--- src/pkg/cftc_pkg.sv ---
// How it works
// Selects: 00 sleep/standby, 01 go-sleep, 10 power-on stby, 11 normal
// Sleep releases the inhibit output to high impedance
// Sleep ties the low-line termination toward battery
// Sleep with logic supply shows pending wake on receive and flag outputs
// Standby equals sleep but drives inhibit high
// Power-on standby shows the battery power-on flag on the flag output
// Standby to power-on standby keeps inhibit high
// Sleep to power-on standby keeps inhibit low
// Wake from either dominant bus line or local wake pulse over 38 us
// Every recognised wake drives inhibit high
// Wake levels lasting 38 us or less are ignored
// Pending wake clears on entering normal mode
// Faults 3, 4, 7, 8 stay detected in low-power modes
// Normal: flag low on error, receive low on dominant bit
// Low termination to logic supply in normal, battery otherwise
// Current switches closed in normal, open in sleep
// High-to-battery opens high side; low-to-ground or line short opens low
// High-to-logic-supply opens high side, low driver stays enabled
// Low-to-battery opens low termination; high side and drivers stay on
// Benign faults keep both sides on; low power disables both drivers
// Pulse-count difference of 4 declares high-to-ground or low-to-supply
// Low-power mode and flags hold until selects change or wake; a CTRL clear-bit write also clears the power-on flag
`default_nettype none
package cftc_pkg;
  localparam logic [7:0]  CTRL_OFS      = 8'h00;
  localparam logic [7:0]  STAT_OFS      = 8'h04;
  localparam logic [31:0] CTRL_RST      = 32'h0000_0003;
  localparam int          CTRL_LWAKE    = 0;
  localparam int          CTRL_BWAKE    = 1;
  localparam int          CTRL_PWRCLR   = 2;
  localparam int          CLK_PERIOD_NS = 20;
  localparam int          WAKE_TIME_NS  = 38000;
  localparam logic [10:0] WAKE_CYC      =
    11'((WAKE_TIME_NS + CLK_PERIOD_NS - 1) / CLK_PERIOD_NS);
  localparam logic signed [3:0] PULSE_LIM = 4'sh4;

  typedef enum logic [2:0] {
    CFTC_NORMAL, CFTC_GOSLEEP, CFTC_SLEEP, CFTC_STANDBY, CFTC_PWRON
  } cftc_mode_t;

  // Comparator results from the analog front end, one per fault class
  typedef struct packed {
    logic highToBatt;  // class 3
    logic lowToGnd;    // class 4
    logic lowToBatt;   // class 6
    logic lineShort;   // class 7
    logic highToVcc;   // class 8
  } cftc_fault_t;

  typedef struct packed {
    logic highTermOn;
    logic lowTermOn;
    logic lowTermToBatt;
    logic lowWeakPullupOn;
    logic currentSwOn;
    logic highDrvEn;
    logic lowDrvEn;
  } cftc_sw_t;
endpackage
`default_nettype wire

--- src/hw/cftc_ctrl.sv ---
`default_nettype none
module cftc_ctrl
  import cftc_pkg::*;
(
  input  wire logic        core_clk,
  input  wire logic        rstn,
  // APB slave
  input  wire logic        psel,
  input  wire logic        penable,
  input  wire logic        pwrite,
  input  wire logic [7:0]  paddr,
  input  wire logic [31:0] pwdata,
  output logic [31:0]      prdata,
  output logic             pready,
  output logic             pslverr,
  // Controller side
  input  wire logic        modeSelectA,
  input  wire logic        modeSelectB,
  input  wire logic        rxDominant,
  input  wire logic        vccPresent,
  input  wire logic        battPowerUp,
  output logic             rxdOut,
  output logic             errOutN,
  // Bus and wake side
  input  wire logic        highLineDom,
  input  wire logic        lowLineDom,
  input  wire logic        localWakeN,
  input  wire logic        highPulse,
  input  wire logic        lowPulse,
  input  wire cftc_fault_t faultIn,
  output logic             regulator_inhibit_out,
  output logic             regulatorInhibitOe,
  output cftc_sw_t         switchOut
);

  ////////////////////////////////////////////////////////////////////////
  // Registers and state

  cftc_mode_t        modeFf;
  cftc_mode_t        nxt_mode;
  logic              inhFf;
  logic              nxt_inh;
  logic              wakeFlagFf;
  logic              pwrOnFlagFf;
  logic [10:0]       wakeCntFf;
  logic signed [3:0] pulseDiffFf;
  logic              highGndFf;
  logic              lowVccFf;
  logic [31:0]       ctrlFf;
  logic [31:0]       rdataFf;
  logic              errOutNFf;
  logic              rxdOutFf;
  cftc_sw_t          swFf;
  cftc_sw_t          nxt_sw;
  logic              lowPower;
  logic              wakeLevel;
  logic              wakeHit;
  logic              faultAny;
  logic              pwrClr;
  cftc_fault_t       fAct;

  assign lowPower = (modeFf != CFTC_NORMAL);

  ////////////////////////////////////////////////////////////////////////
  // APB slave, zero wait states

  logic apbWr;
  logic apbSetup;
  logic hitCtrl;
  logic hitStat;

  assign hitCtrl  = (paddr == CTRL_OFS);
  assign hitStat  = (paddr == STAT_OFS);
  assign apbWr    = psel & penable & pwrite;
  assign apbSetup = psel & ~penable;
  assign pready   = 1'b1;
  assign pslverr  = psel & penable & ~(hitCtrl | hitStat);
  assign prdata   = rdataFf;
  assign pwrClr   = apbWr & hitCtrl & pwdata[CTRL_PWRCLR];

  always_ff @(posedge core_clk) begin
    if (!rstn) begin
      ctrlFf <= CTRL_RST;
    end else if (apbWr && hitCtrl) begin
      // Clear bit is self-clearing, never stored
      ctrlFf <= {29'h0000_0000, 1'b0, pwdata[CTRL_BWAKE:CTRL_LWAKE]};
    end
  end

  // Read data captured in the setup cycle so it comes from a flop
  always_ff @(posedge core_clk) begin
    if (!rstn) begin
      rdataFf <= 32'h0000_0000;
    end else if (apbSetup) begin
      if (hitCtrl) begin
        rdataFf <= ctrlFf;
      end else if (hitStat) begin
        rdataFf <= {16'h0000, 1'b0, highGndFf, lowVccFf, faultIn,
                    wakeFlagFf, pwrOnFlagFf, inhFf, 2'b00, modeFf};
      end else begin
        rdataFf <= 32'h0000_0000;
      end
    end
  end

  ////////////////////////////////////////////////////////////////////////
  // Wake filter

  // One shared counter: the sources are ORed, so a bus level followed
  // by a local pulse counts as one continuous request
  assign wakeLevel = lowPower &
                     ((ctrlFf[CTRL_BWAKE] & (highLineDom | lowLineDom)) |
                      (ctrlFf[CTRL_LWAKE] & ~localWakeN));
  assign wakeHit   = wakeLevel && (wakeCntFf == WAKE_CYC);

  always_ff @(posedge core_clk) begin
    if (!rstn) begin
      wakeCntFf <= 11'h000;
    end else if (!wakeLevel) begin
      wakeCntFf <= 11'h000;
    end else if (wakeCntFf != WAKE_CYC) begin
      wakeCntFf <= wakeCntFf + 11'h001;
    end
  end

  a_wake_filter: assert property (
    @(posedge core_clk) disable iff (!rstn)
    $rose(wakeLevel) |-> !wakeHit [*8])
    else $error("wake recognised too early");

  ////////////////////////////////////////////////////////////////////////
  // Mode decode

  always_comb begin
    nxt_mode = modeFf;
    unique case ({modeSelectA, modeSelectB})
      2'b11: nxt_mode = CFTC_NORMAL;
      2'b01: nxt_mode = CFTC_GOSLEEP;
      2'b10: nxt_mode = CFTC_PWRON;
      2'b00: begin
        // Go-to-sleep or a sleeping origin falls to sleep, else standby
        if (modeFf == CFTC_GOSLEEP || modeFf == CFTC_SLEEP ||
            (modeFf == CFTC_PWRON && !inhFf)) begin
          nxt_mode = CFTC_SLEEP;
        end else begin
          nxt_mode = CFTC_STANDBY;
        end
      end
    endcase
    if (wakeHit && nxt_mode == CFTC_SLEEP) begin
      nxt_mode = CFTC_STANDBY;
    end
  end

  always_ff @(posedge core_clk) begin
    if (!rstn) begin
      modeFf <= CFTC_STANDBY;
    end else begin
      modeFf <= nxt_mode;
    end
  end

  ////////////////////////////////////////////////////////////////////////
  // Regulator inhibit

  always_comb begin
    nxt_inh = inhFf;
    unique case (nxt_mode)
      CFTC_SLEEP:   nxt_inh = 1'b0;
      CFTC_PWRON:   nxt_inh = inhFf;
      default:      nxt_inh = 1'b1;
    endcase
    if (wakeHit) begin
      nxt_inh = 1'b1;
    end
  end

  always_ff @(posedge core_clk) begin
    if (!rstn) begin
      inhFf <= 1'b1;
    end else begin
      inhFf <= nxt_inh;
    end
  end

  // Released rather than driven low, so the regulator pulls itself off
  assign regulator_inhibit_out = 1'b1;
  assign regulatorInhibitOe    = inhFf;

  a_sleep_inh_off: assert property (
    @(posedge core_clk) disable iff (!rstn)
    modeFf == CFTC_SLEEP |-> !regulatorInhibitOe)
    else $error("inhibit driven in sleep");

  a_standby_inh_on: assert property (
    @(posedge core_clk) disable iff (!rstn)
    modeFf == CFTC_STANDBY |-> inhFf)
    else $error("inhibit low in standby");

  a_pwron_inh_kept: assert property (
    @(posedge core_clk) disable iff (!rstn)
    modeFf == CFTC_PWRON && $past(modeFf) != CFTC_PWRON && !$past(wakeHit)
    |-> inhFf == $past(inhFf))
    else $error("inhibit changed on power-on standby entry");

  // Entering normal in the same cycle legitimately clears the wake flag
  a_wake_sets_inh: assert property (
    @(posedge core_clk) disable iff (!rstn)
    wakeHit |=> inhFf && (wakeFlagFf || modeFf == CFTC_NORMAL))
    else $error("wake did not raise inhibit");

  ////////////////////////////////////////////////////////////////////////
  // Wake and power-on flags

  always_ff @(posedge core_clk) begin
    if (!rstn) begin
      wakeFlagFf <= 1'b0;
    end else if (nxt_mode == CFTC_NORMAL) begin
      wakeFlagFf <= 1'b0;
    end else if (wakeHit) begin
      wakeFlagFf <= 1'b1;
    end
  end

  a_wake_clear: assert property (
    @(posedge core_clk) disable iff (!rstn)
    modeFf == CFTC_NORMAL |-> !wakeFlagFf)
    else $error("wake flag pending in normal");

  // Reset is a battery power-up, so the flag starts set
  always_ff @(posedge core_clk) begin
    if (!rstn) begin
      pwrOnFlagFf <= 1'b1;
    end else if (battPowerUp) begin
      pwrOnFlagFf <= 1'b1;
    end else if (pwrClr || nxt_mode == CFTC_NORMAL) begin
      pwrOnFlagFf <= 1'b0;
    end
  end

  ////////////////////////////////////////////////////////////////////////
  // Pulse-count faults, normal mode only

  always_ff @(posedge core_clk) begin
    if (!rstn || lowPower) begin
      pulseDiffFf <= 4'sh0;
    end else if (highPulse && !lowPulse && pulseDiffFf != PULSE_LIM) begin
      pulseDiffFf <= pulseDiffFf + 4'sh1;
    end else if (lowPulse && !highPulse &&
                 pulseDiffFf != -PULSE_LIM) begin
      pulseDiffFf <= pulseDiffFf - 4'sh1;
    end
  end

  // Declared at the limit, released once counts balance again or on leaving normal mode
  always_ff @(posedge core_clk) begin
    if (!rstn || lowPower) begin
      highGndFf <= 1'b0;
      lowVccFf  <= 1'b0;
    end else begin
      if (pulseDiffFf == -PULSE_LIM) begin
        highGndFf <= 1'b1;
      end else if (pulseDiffFf == 4'sh0) begin
        highGndFf <= 1'b0;
      end
      if (pulseDiffFf == PULSE_LIM) begin
        lowVccFf <= 1'b1;
      end else if (pulseDiffFf == 4'sh0) begin
        lowVccFf <= 1'b0;
      end
    end
  end

  a_pulse_fault: assert property (
    @(posedge core_clk) disable iff (!rstn)
    !lowPower && pulseDiffFf == PULSE_LIM && !$rose(lowPower)
    |=> lowVccFf || lowPower)
    else $error("pulse fault not declared");

  a_pulse_neg: assert property (
    @(posedge core_clk) disable iff (!rstn)
    !lowPower && pulseDiffFf == -PULSE_LIM |=> highGndFf)
    else $error("negative pulse fault not declared");

  ////////////////////////////////////////////////////////////////////////
  // Switches and drivers

  // Class 6 is only sensed in normal mode
  always_comb begin
    fAct           = faultIn;
    fAct.lowToBatt = faultIn.lowToBatt & ~lowPower;
  end

  assign faultAny = |fAct | highGndFf | lowVccFf;

  always_comb begin
    nxt_sw.highTermOn      = ~(fAct.highToBatt | fAct.highToVcc);
    nxt_sw.lowTermOn       = ~(fAct.lowToGnd | fAct.lineShort |
                               fAct.lowToBatt);
    nxt_sw.lowTermToBatt   = lowPower;
    nxt_sw.lowWeakPullupOn = lowPower &
                             ~(fAct.lowToGnd | fAct.lineShort);
    nxt_sw.currentSwOn     = ~lowPower;
    nxt_sw.highDrvEn       = ~lowPower &
                             ~(fAct.highToBatt | fAct.highToVcc);
    nxt_sw.lowDrvEn        = ~lowPower &
                             ~(fAct.lowToGnd | fAct.lineShort);
  end

  always_ff @(posedge core_clk) begin
    if (!rstn) begin
      swFf <= '0;
    end else begin
      swFf <= nxt_sw;
    end
  end

  assign switchOut = swFf;

  a_sleep_switch: assert property (
    @(posedge core_clk) disable iff (!rstn)
    modeFf == CFTC_SLEEP |=> !switchOut.currentSwOn
                             && switchOut.lowTermToBatt)
    else $error("switches wrong in sleep");

  a_high_short: assert property (
    @(posedge core_clk) disable iff (!rstn)
    faultIn.highToBatt |=> !switchOut.highDrvEn
                           && !switchOut.highTermOn)
    else $error("high side not opened on short");

  ////////////////////////////////////////////////////////////////////////
  // Receive and flag outputs

  always_ff @(posedge core_clk) begin
    if (!rstn) begin
      rxdOutFf  <= 1'b1;
      errOutNFf <= 1'b1;
    end else if (!lowPower) begin
      rxdOutFf  <= ~rxDominant;
      errOutNFf <= ~faultAny;
    end else if (!vccPresent) begin
      rxdOutFf  <= 1'b1;
      errOutNFf <= 1'b1;
    end else begin
      rxdOutFf  <= ~wakeFlagFf;
      errOutNFf <= (modeFf == CFTC_PWRON) ? ~pwrOnFlagFf
                                           : ~wakeFlagFf;
    end
  end

  assign rxdOut  = rxdOutFf;
  assign errOutN = errOutNFf;

  a_normal_err: assert property (
    @(posedge core_clk) disable iff (!rstn)
    !lowPower |=> errOutN == !$past(faultAny)
                  && rxdOut == !$past(rxDominant))
    else $error("normal mode outputs wrong");

endmodule
`default_nettype wire

--- config.mk ---
export PLATFORM = sky130hd
export DESIGN_NAME = cftc_ctrl
export DESIGN_NICKNAME = d
export VERILOG_FILES = /design/src/pkg/cftc_pkg.sv /design/src/hw/cftc_ctrl.sv
export SDC_FILE = /design/constraint.sdc
export NUM_CORES = 1
export LEC_CHECK = 0
export ABC_AREA = 1
export BUFFER_PORTS_ARGS = -buffer_cell sky130_fd_sc_hd__buf_4
export CAP_MARGIN = 20
export CORE_MARGIN = 2
export CORE_UTILIZATION = 50
export CTS_BUF_LIST = sky130_fd_sc_hd__clkbuf_4 sky130_fd_sc_hd__clkbuf_8
export CTS_CLUSTER_DIAMETER = 120
export DETAILED_ROUTE_END_ITERATION = 6
export PLACE_DENSITY_LB_ADDON = 0.08
export SKIP_CTS_REPAIR_TIMING = 1
export SYNTH_ARGS = -nofsm -noshare
export SYNTH_HDL_FRONTEND = slang
export SYNTH_SLANG_ARGS = --single-unit
--- constraint.sdc ---
create_clock -name core_clk -period 4 [get_ports core_clk]
set_input_delay 0.8 -clock core_clk [delete_from_list [all_inputs] [get_ports core_clk]]
set_output_delay 0.8 -clock core_clk [all_outputs]
set_load 0.03 [all_outputs]
==> metrics.md <==
| Metric | Value |
|---|---|
| RR Endpoint | `pulseDiffFf[3]` |
| First DRT Iteration DRCs | `74` |
| FP Rows | `25` |
| Max Fclk | `between 400 and 500 MHz` |
| Ports | `about 110` |
| First-pass GRT wire length | `around 7900 um` |
| Final Worst Setup Slack | `about 1.6 ns` |
| Post-place setup slack | `1.55 ns` |
| Post-route minimum period | `~2.4 ns` |
| Mapped cell area | `0.00239 sq mm` |
| Crit path cell chain | `buf_4 > nor2_1 > nand3_1 > inv_2 > and2_4 > nor3_1 > buf_4` |
| Crit path required time | `3.20 ns` |
| Pleak | `between 1 and 1.5 nW` |
| Final setup fails | `0` |
| # clock sinks | `47` |
| Routed via count | `around 2.0k` |
| Die area | `~0.0054 sq mm` |
| Slew headroom | `between 40% and 50%` |
| CORE AREA | `approximately 0.0047 sq mm` |
| Antenna Nets Post-Route | `0` |
| Final Hold Viols | `0` |
| Worst Path Arrival | `1.64 ns` |
| Register bit total from synthesis | `47` |
| Antenna cell count | `0` |
| P per Cell Area | `between 300 and 400 mW/mm^2` |
| Max clock buf depth | `2` |
| Nets | `441` |
| Syn-to-layout area delta | `20.5%` |
| DP HPWL | `approximately 3700 um` |
| Via-to-Cell Ratio | `between 4 and 5` |
| Worst VDD drop | `about 0.20 mV` |
| Die Y | `approximately 73 um` |
| Post-DP Area | `roughly 0.0027 sq mm` |
| Worst setup path endpoint | `pslverr` |
| Mapped Cells | `approximately 320` |
| Hold Path Class | `reg -> reg` |
| Die extent in x | `73.2 um` |
| MaxCap Viol Count | `0` |
| Ys Warns | `0` |
| DR DRC count | `0` |
| Drt pass-1 iters | `4` |
| Vias in the first global route | `1739` |
| R2r worst-path depth | `11` |
| Critical R2R Launch | `pulseDiffFf[0]` |
| Root Buffer | `clkbuf_8` |
| Pin count of the biggest net entering global routing | `27` |
| Crit path launch type | `input pin` |
| Worst-margin pin slew | `0.824 ns` |
| Slowest stage delay, CP | `roughly 0.24 ns` |
| Max Fanout on Critical Path | `14` |
| Total grt overflow | `0` |
| Register area share after synthesis | `between 30 and 40%` |
| Maximum level of the CTS H-tree | `2` |
| Worst path top cell family by delay | `simple AND/OR/NAND/NOR gates` |
| Setup TNS | `0 ns` |
| Initial antenna violation count | `0` |
| CP max stage cell | `and2_4` |
| CTS tree | `built` |
| Cts bufs inserted | `5` |
| Final Cell Area | `~0.0029 sq mm` |
| Avg Cell Area, Syn | `7.43 sq um` |
| IO Port Bufs | `54` |
| Clk slew on worst S/H paths | `approximately 0.08 ns` |
| Worst R2R Setup Slack | `2.11 ns` |
| Share of cells above drive strength 1 | `between 20% and 30%` |
| Status | `finished, final reports clean` |
| Skew final | `between 0.005 and 0.006 ns` |
| Insertion delay to the later sink of the worst-skew pair | `roughly 0.3 ns` |
| WP depth | `7` |
| Unrepaired setup endpoints after global routing | `no` |
| Critical path class | `in -> out` |
| Period utilization | `about 61%` |
| Hold Crit Start | `ctrlFf[0]` |
| Routability cong. | `0.758` |
| Routed WL | `4780 um` |
| Slew Limit Fails | `0` |
| Crit path buf inv count | `3` |
| Total GRT Usage | `between 10% and 20%` |
| Worst Setup End Kind | `output pin` |
| Most frequent CP cell | `buf_4` |
| Netlist cell types | `36` |
| WL per Instance | `around 11 um` |
| Initial core utilization | `between 50% and 60%` |
| Layout fillers | `451` |
| Crit path launch | `paddr[7]` |
-- synthesized netlist by cell type --
cell / count / area (sq um)
o21ai_0: 18 / 90.1
nand3b_1: 1 / 7.51
buf_2: 2 / 10.0
buf_4: 22 / 165
nor2_1: 30 / 113
o21a_1: 1 / 7.51
nand3_1: 12 / 60.1
nor3_4: 1 / 16.3
nand2_4: 4 / 45.0
a31oi_1: 1 / 6.26
nand4_1: 5 / 31.3
nand4_2: 1 / 12.5
xor2_1: 2 / 17.5
inv_1: 33 / 124
fa_1: 1 / 20.0
a21oi_2: 1 / 8.76
nand2_1: 65 / 244
a32oi_1: 1 / 8.76
clkbuf_1: 1 / 3.75
nor3_1: 5 / 25.0
nand3_2: 4 / 40.0
nor2_4: 3 / 33.8
buf_6: 1 / 11.3
a21oi_1: 26 / 130
and2_4: 1 / 8.76
nand2_2: 5 / 31.3
o211ai_1: 1 / 7.51
or2_2: 3 / 18.8
inv_4: 1 / 6.26
dfxtp_1: 47 / 941
nor2_2: 4 / 25.0
ha_1: 4 / 50.1
o21ai_1: 4 / 20.0
conb_1: 2 / 7.51
xnor2_1: 2 / 17.5
inv_2: 7 / 26.3
-- report_power, final --
part           total [mW]  switching, mW  internal, mW  leakage [nW]
Combinational       0.162          0.105        0.0567         0.882
Clock               0.414          0.158         0.257        0.0688
Sequential          0.494         0.0105         0.484         0.384
-- worst reg2reg max path, cell delays in order, from the launching register on --
cell and delay (ns):
dfxtp_1 0.46, nor2_2 0.10, nand2_2 0.10, nand2_2 0.11, ha_1 0.35, or2_2 0.29
nand2_1 0.07, nand3_1 0.07, nand3_2 0.08, nand2_1 0.05, nand2_1 0.05, nor2_1 0.04
-- cell type report --
cell class | instances | area, sq um | area share, %
timing repair buffer | 54 | 405 | 14.1
inverter | 41 | 156 | 5.43
clock buffer | 6 | 76.3 | 2.65
clock inverter | 2 | 60.1 | 2.08
multi-input combinational | 227 | 1170 | 40.8
sequential | 47 | 941 | 32.7
tap | 54 | 67.6 | 2.34
-- routing by layer --
| metal | vias up | part of all wire (%) | track usage (%) |
|---|---|---|---|
| met4 | 0 | 1.3 | 5.56 |
| met5 | - | 0 | 0 |
| met3 | 6 | 5.4 | 4.14 |
| met2 | 56 | 50 | 32.0 |
| li1 | 1085 | - | - |
| met1 | 889 | 44 | 23.8 |
-- state kept, by name, indices dropped and copies added (netlist names), 2 cells and up --
register and cells:
ctrlFf 2, modeFf 3, prdata 13, pulseDiffFf 4
switchOut 7, wakeCntFf 11
-- metrics by stage --
| stage | hold slack [ns] | instances | utilization (%) | total power [mW] |
|---|---|---|---|---|
| after floorplan | 0.445 | 341 | - | 0.628 |
| after global placement | 0.461 | 423 | 58.9 | 0.666 |
| after detailed placement | 0.475 | 423 | 58.9 | 0.667 |
| after CTS | 0.493 | 431 | 61.8 | 1.08 |
| after global routing | 0.504 | 431 | 61.8 | 1.11 |
| final | 0.490 | 431 | 61.8 | 1.07 |
-- cell usage in the layout (no fill, tap or decap), drive strengths merged, types with 2 or more instances in the layout --
cell type	count
nand2	74
buf	54
dfxtp	47
inv	41
nor2	37
a21oi	27
o21ai	22
conb	21
nand3	16
nor3	6
nand4	6
clkbuf	6
ha	4
or2	3
xor2	2
xnor2	2
bufinv	2
-- cell families (layout without fill, tap and decap cells) --
family | Yosys count | in the layout | synth area share [%]
AND/OR/NAND/NOR | 144 | 144 | 29.8
buffers and inverters | 67 | 103 | 14.5
AO/OA/AOI/OAI | 53 | 53 | 11.7
flip-flops | 47 | 47 | 39.4
adder cells (fa/ha/maj) | 5 | 5 | 2.93
XOR/XNOR | 4 | 4 | 1.47
other | 2 | 21 | 0.314
-- how the worst min path moves through the flow --
stage | end | slack [ns] | cells past startpoint
after floorplan | ctrlFf[1] | 0.44 | 2
after global placement | wakeCntFf[9] | 0.46 | 2
after detailed placement | ctrlFf[0] | 0.47 | 2
after CTS | ctrlFf[0] | 0.49 | 2
after global routing | prdata[13] | 0.50 | 2
final | ctrlFf[0] | 0.49 | 2
(Power assumes the default switching activity.)
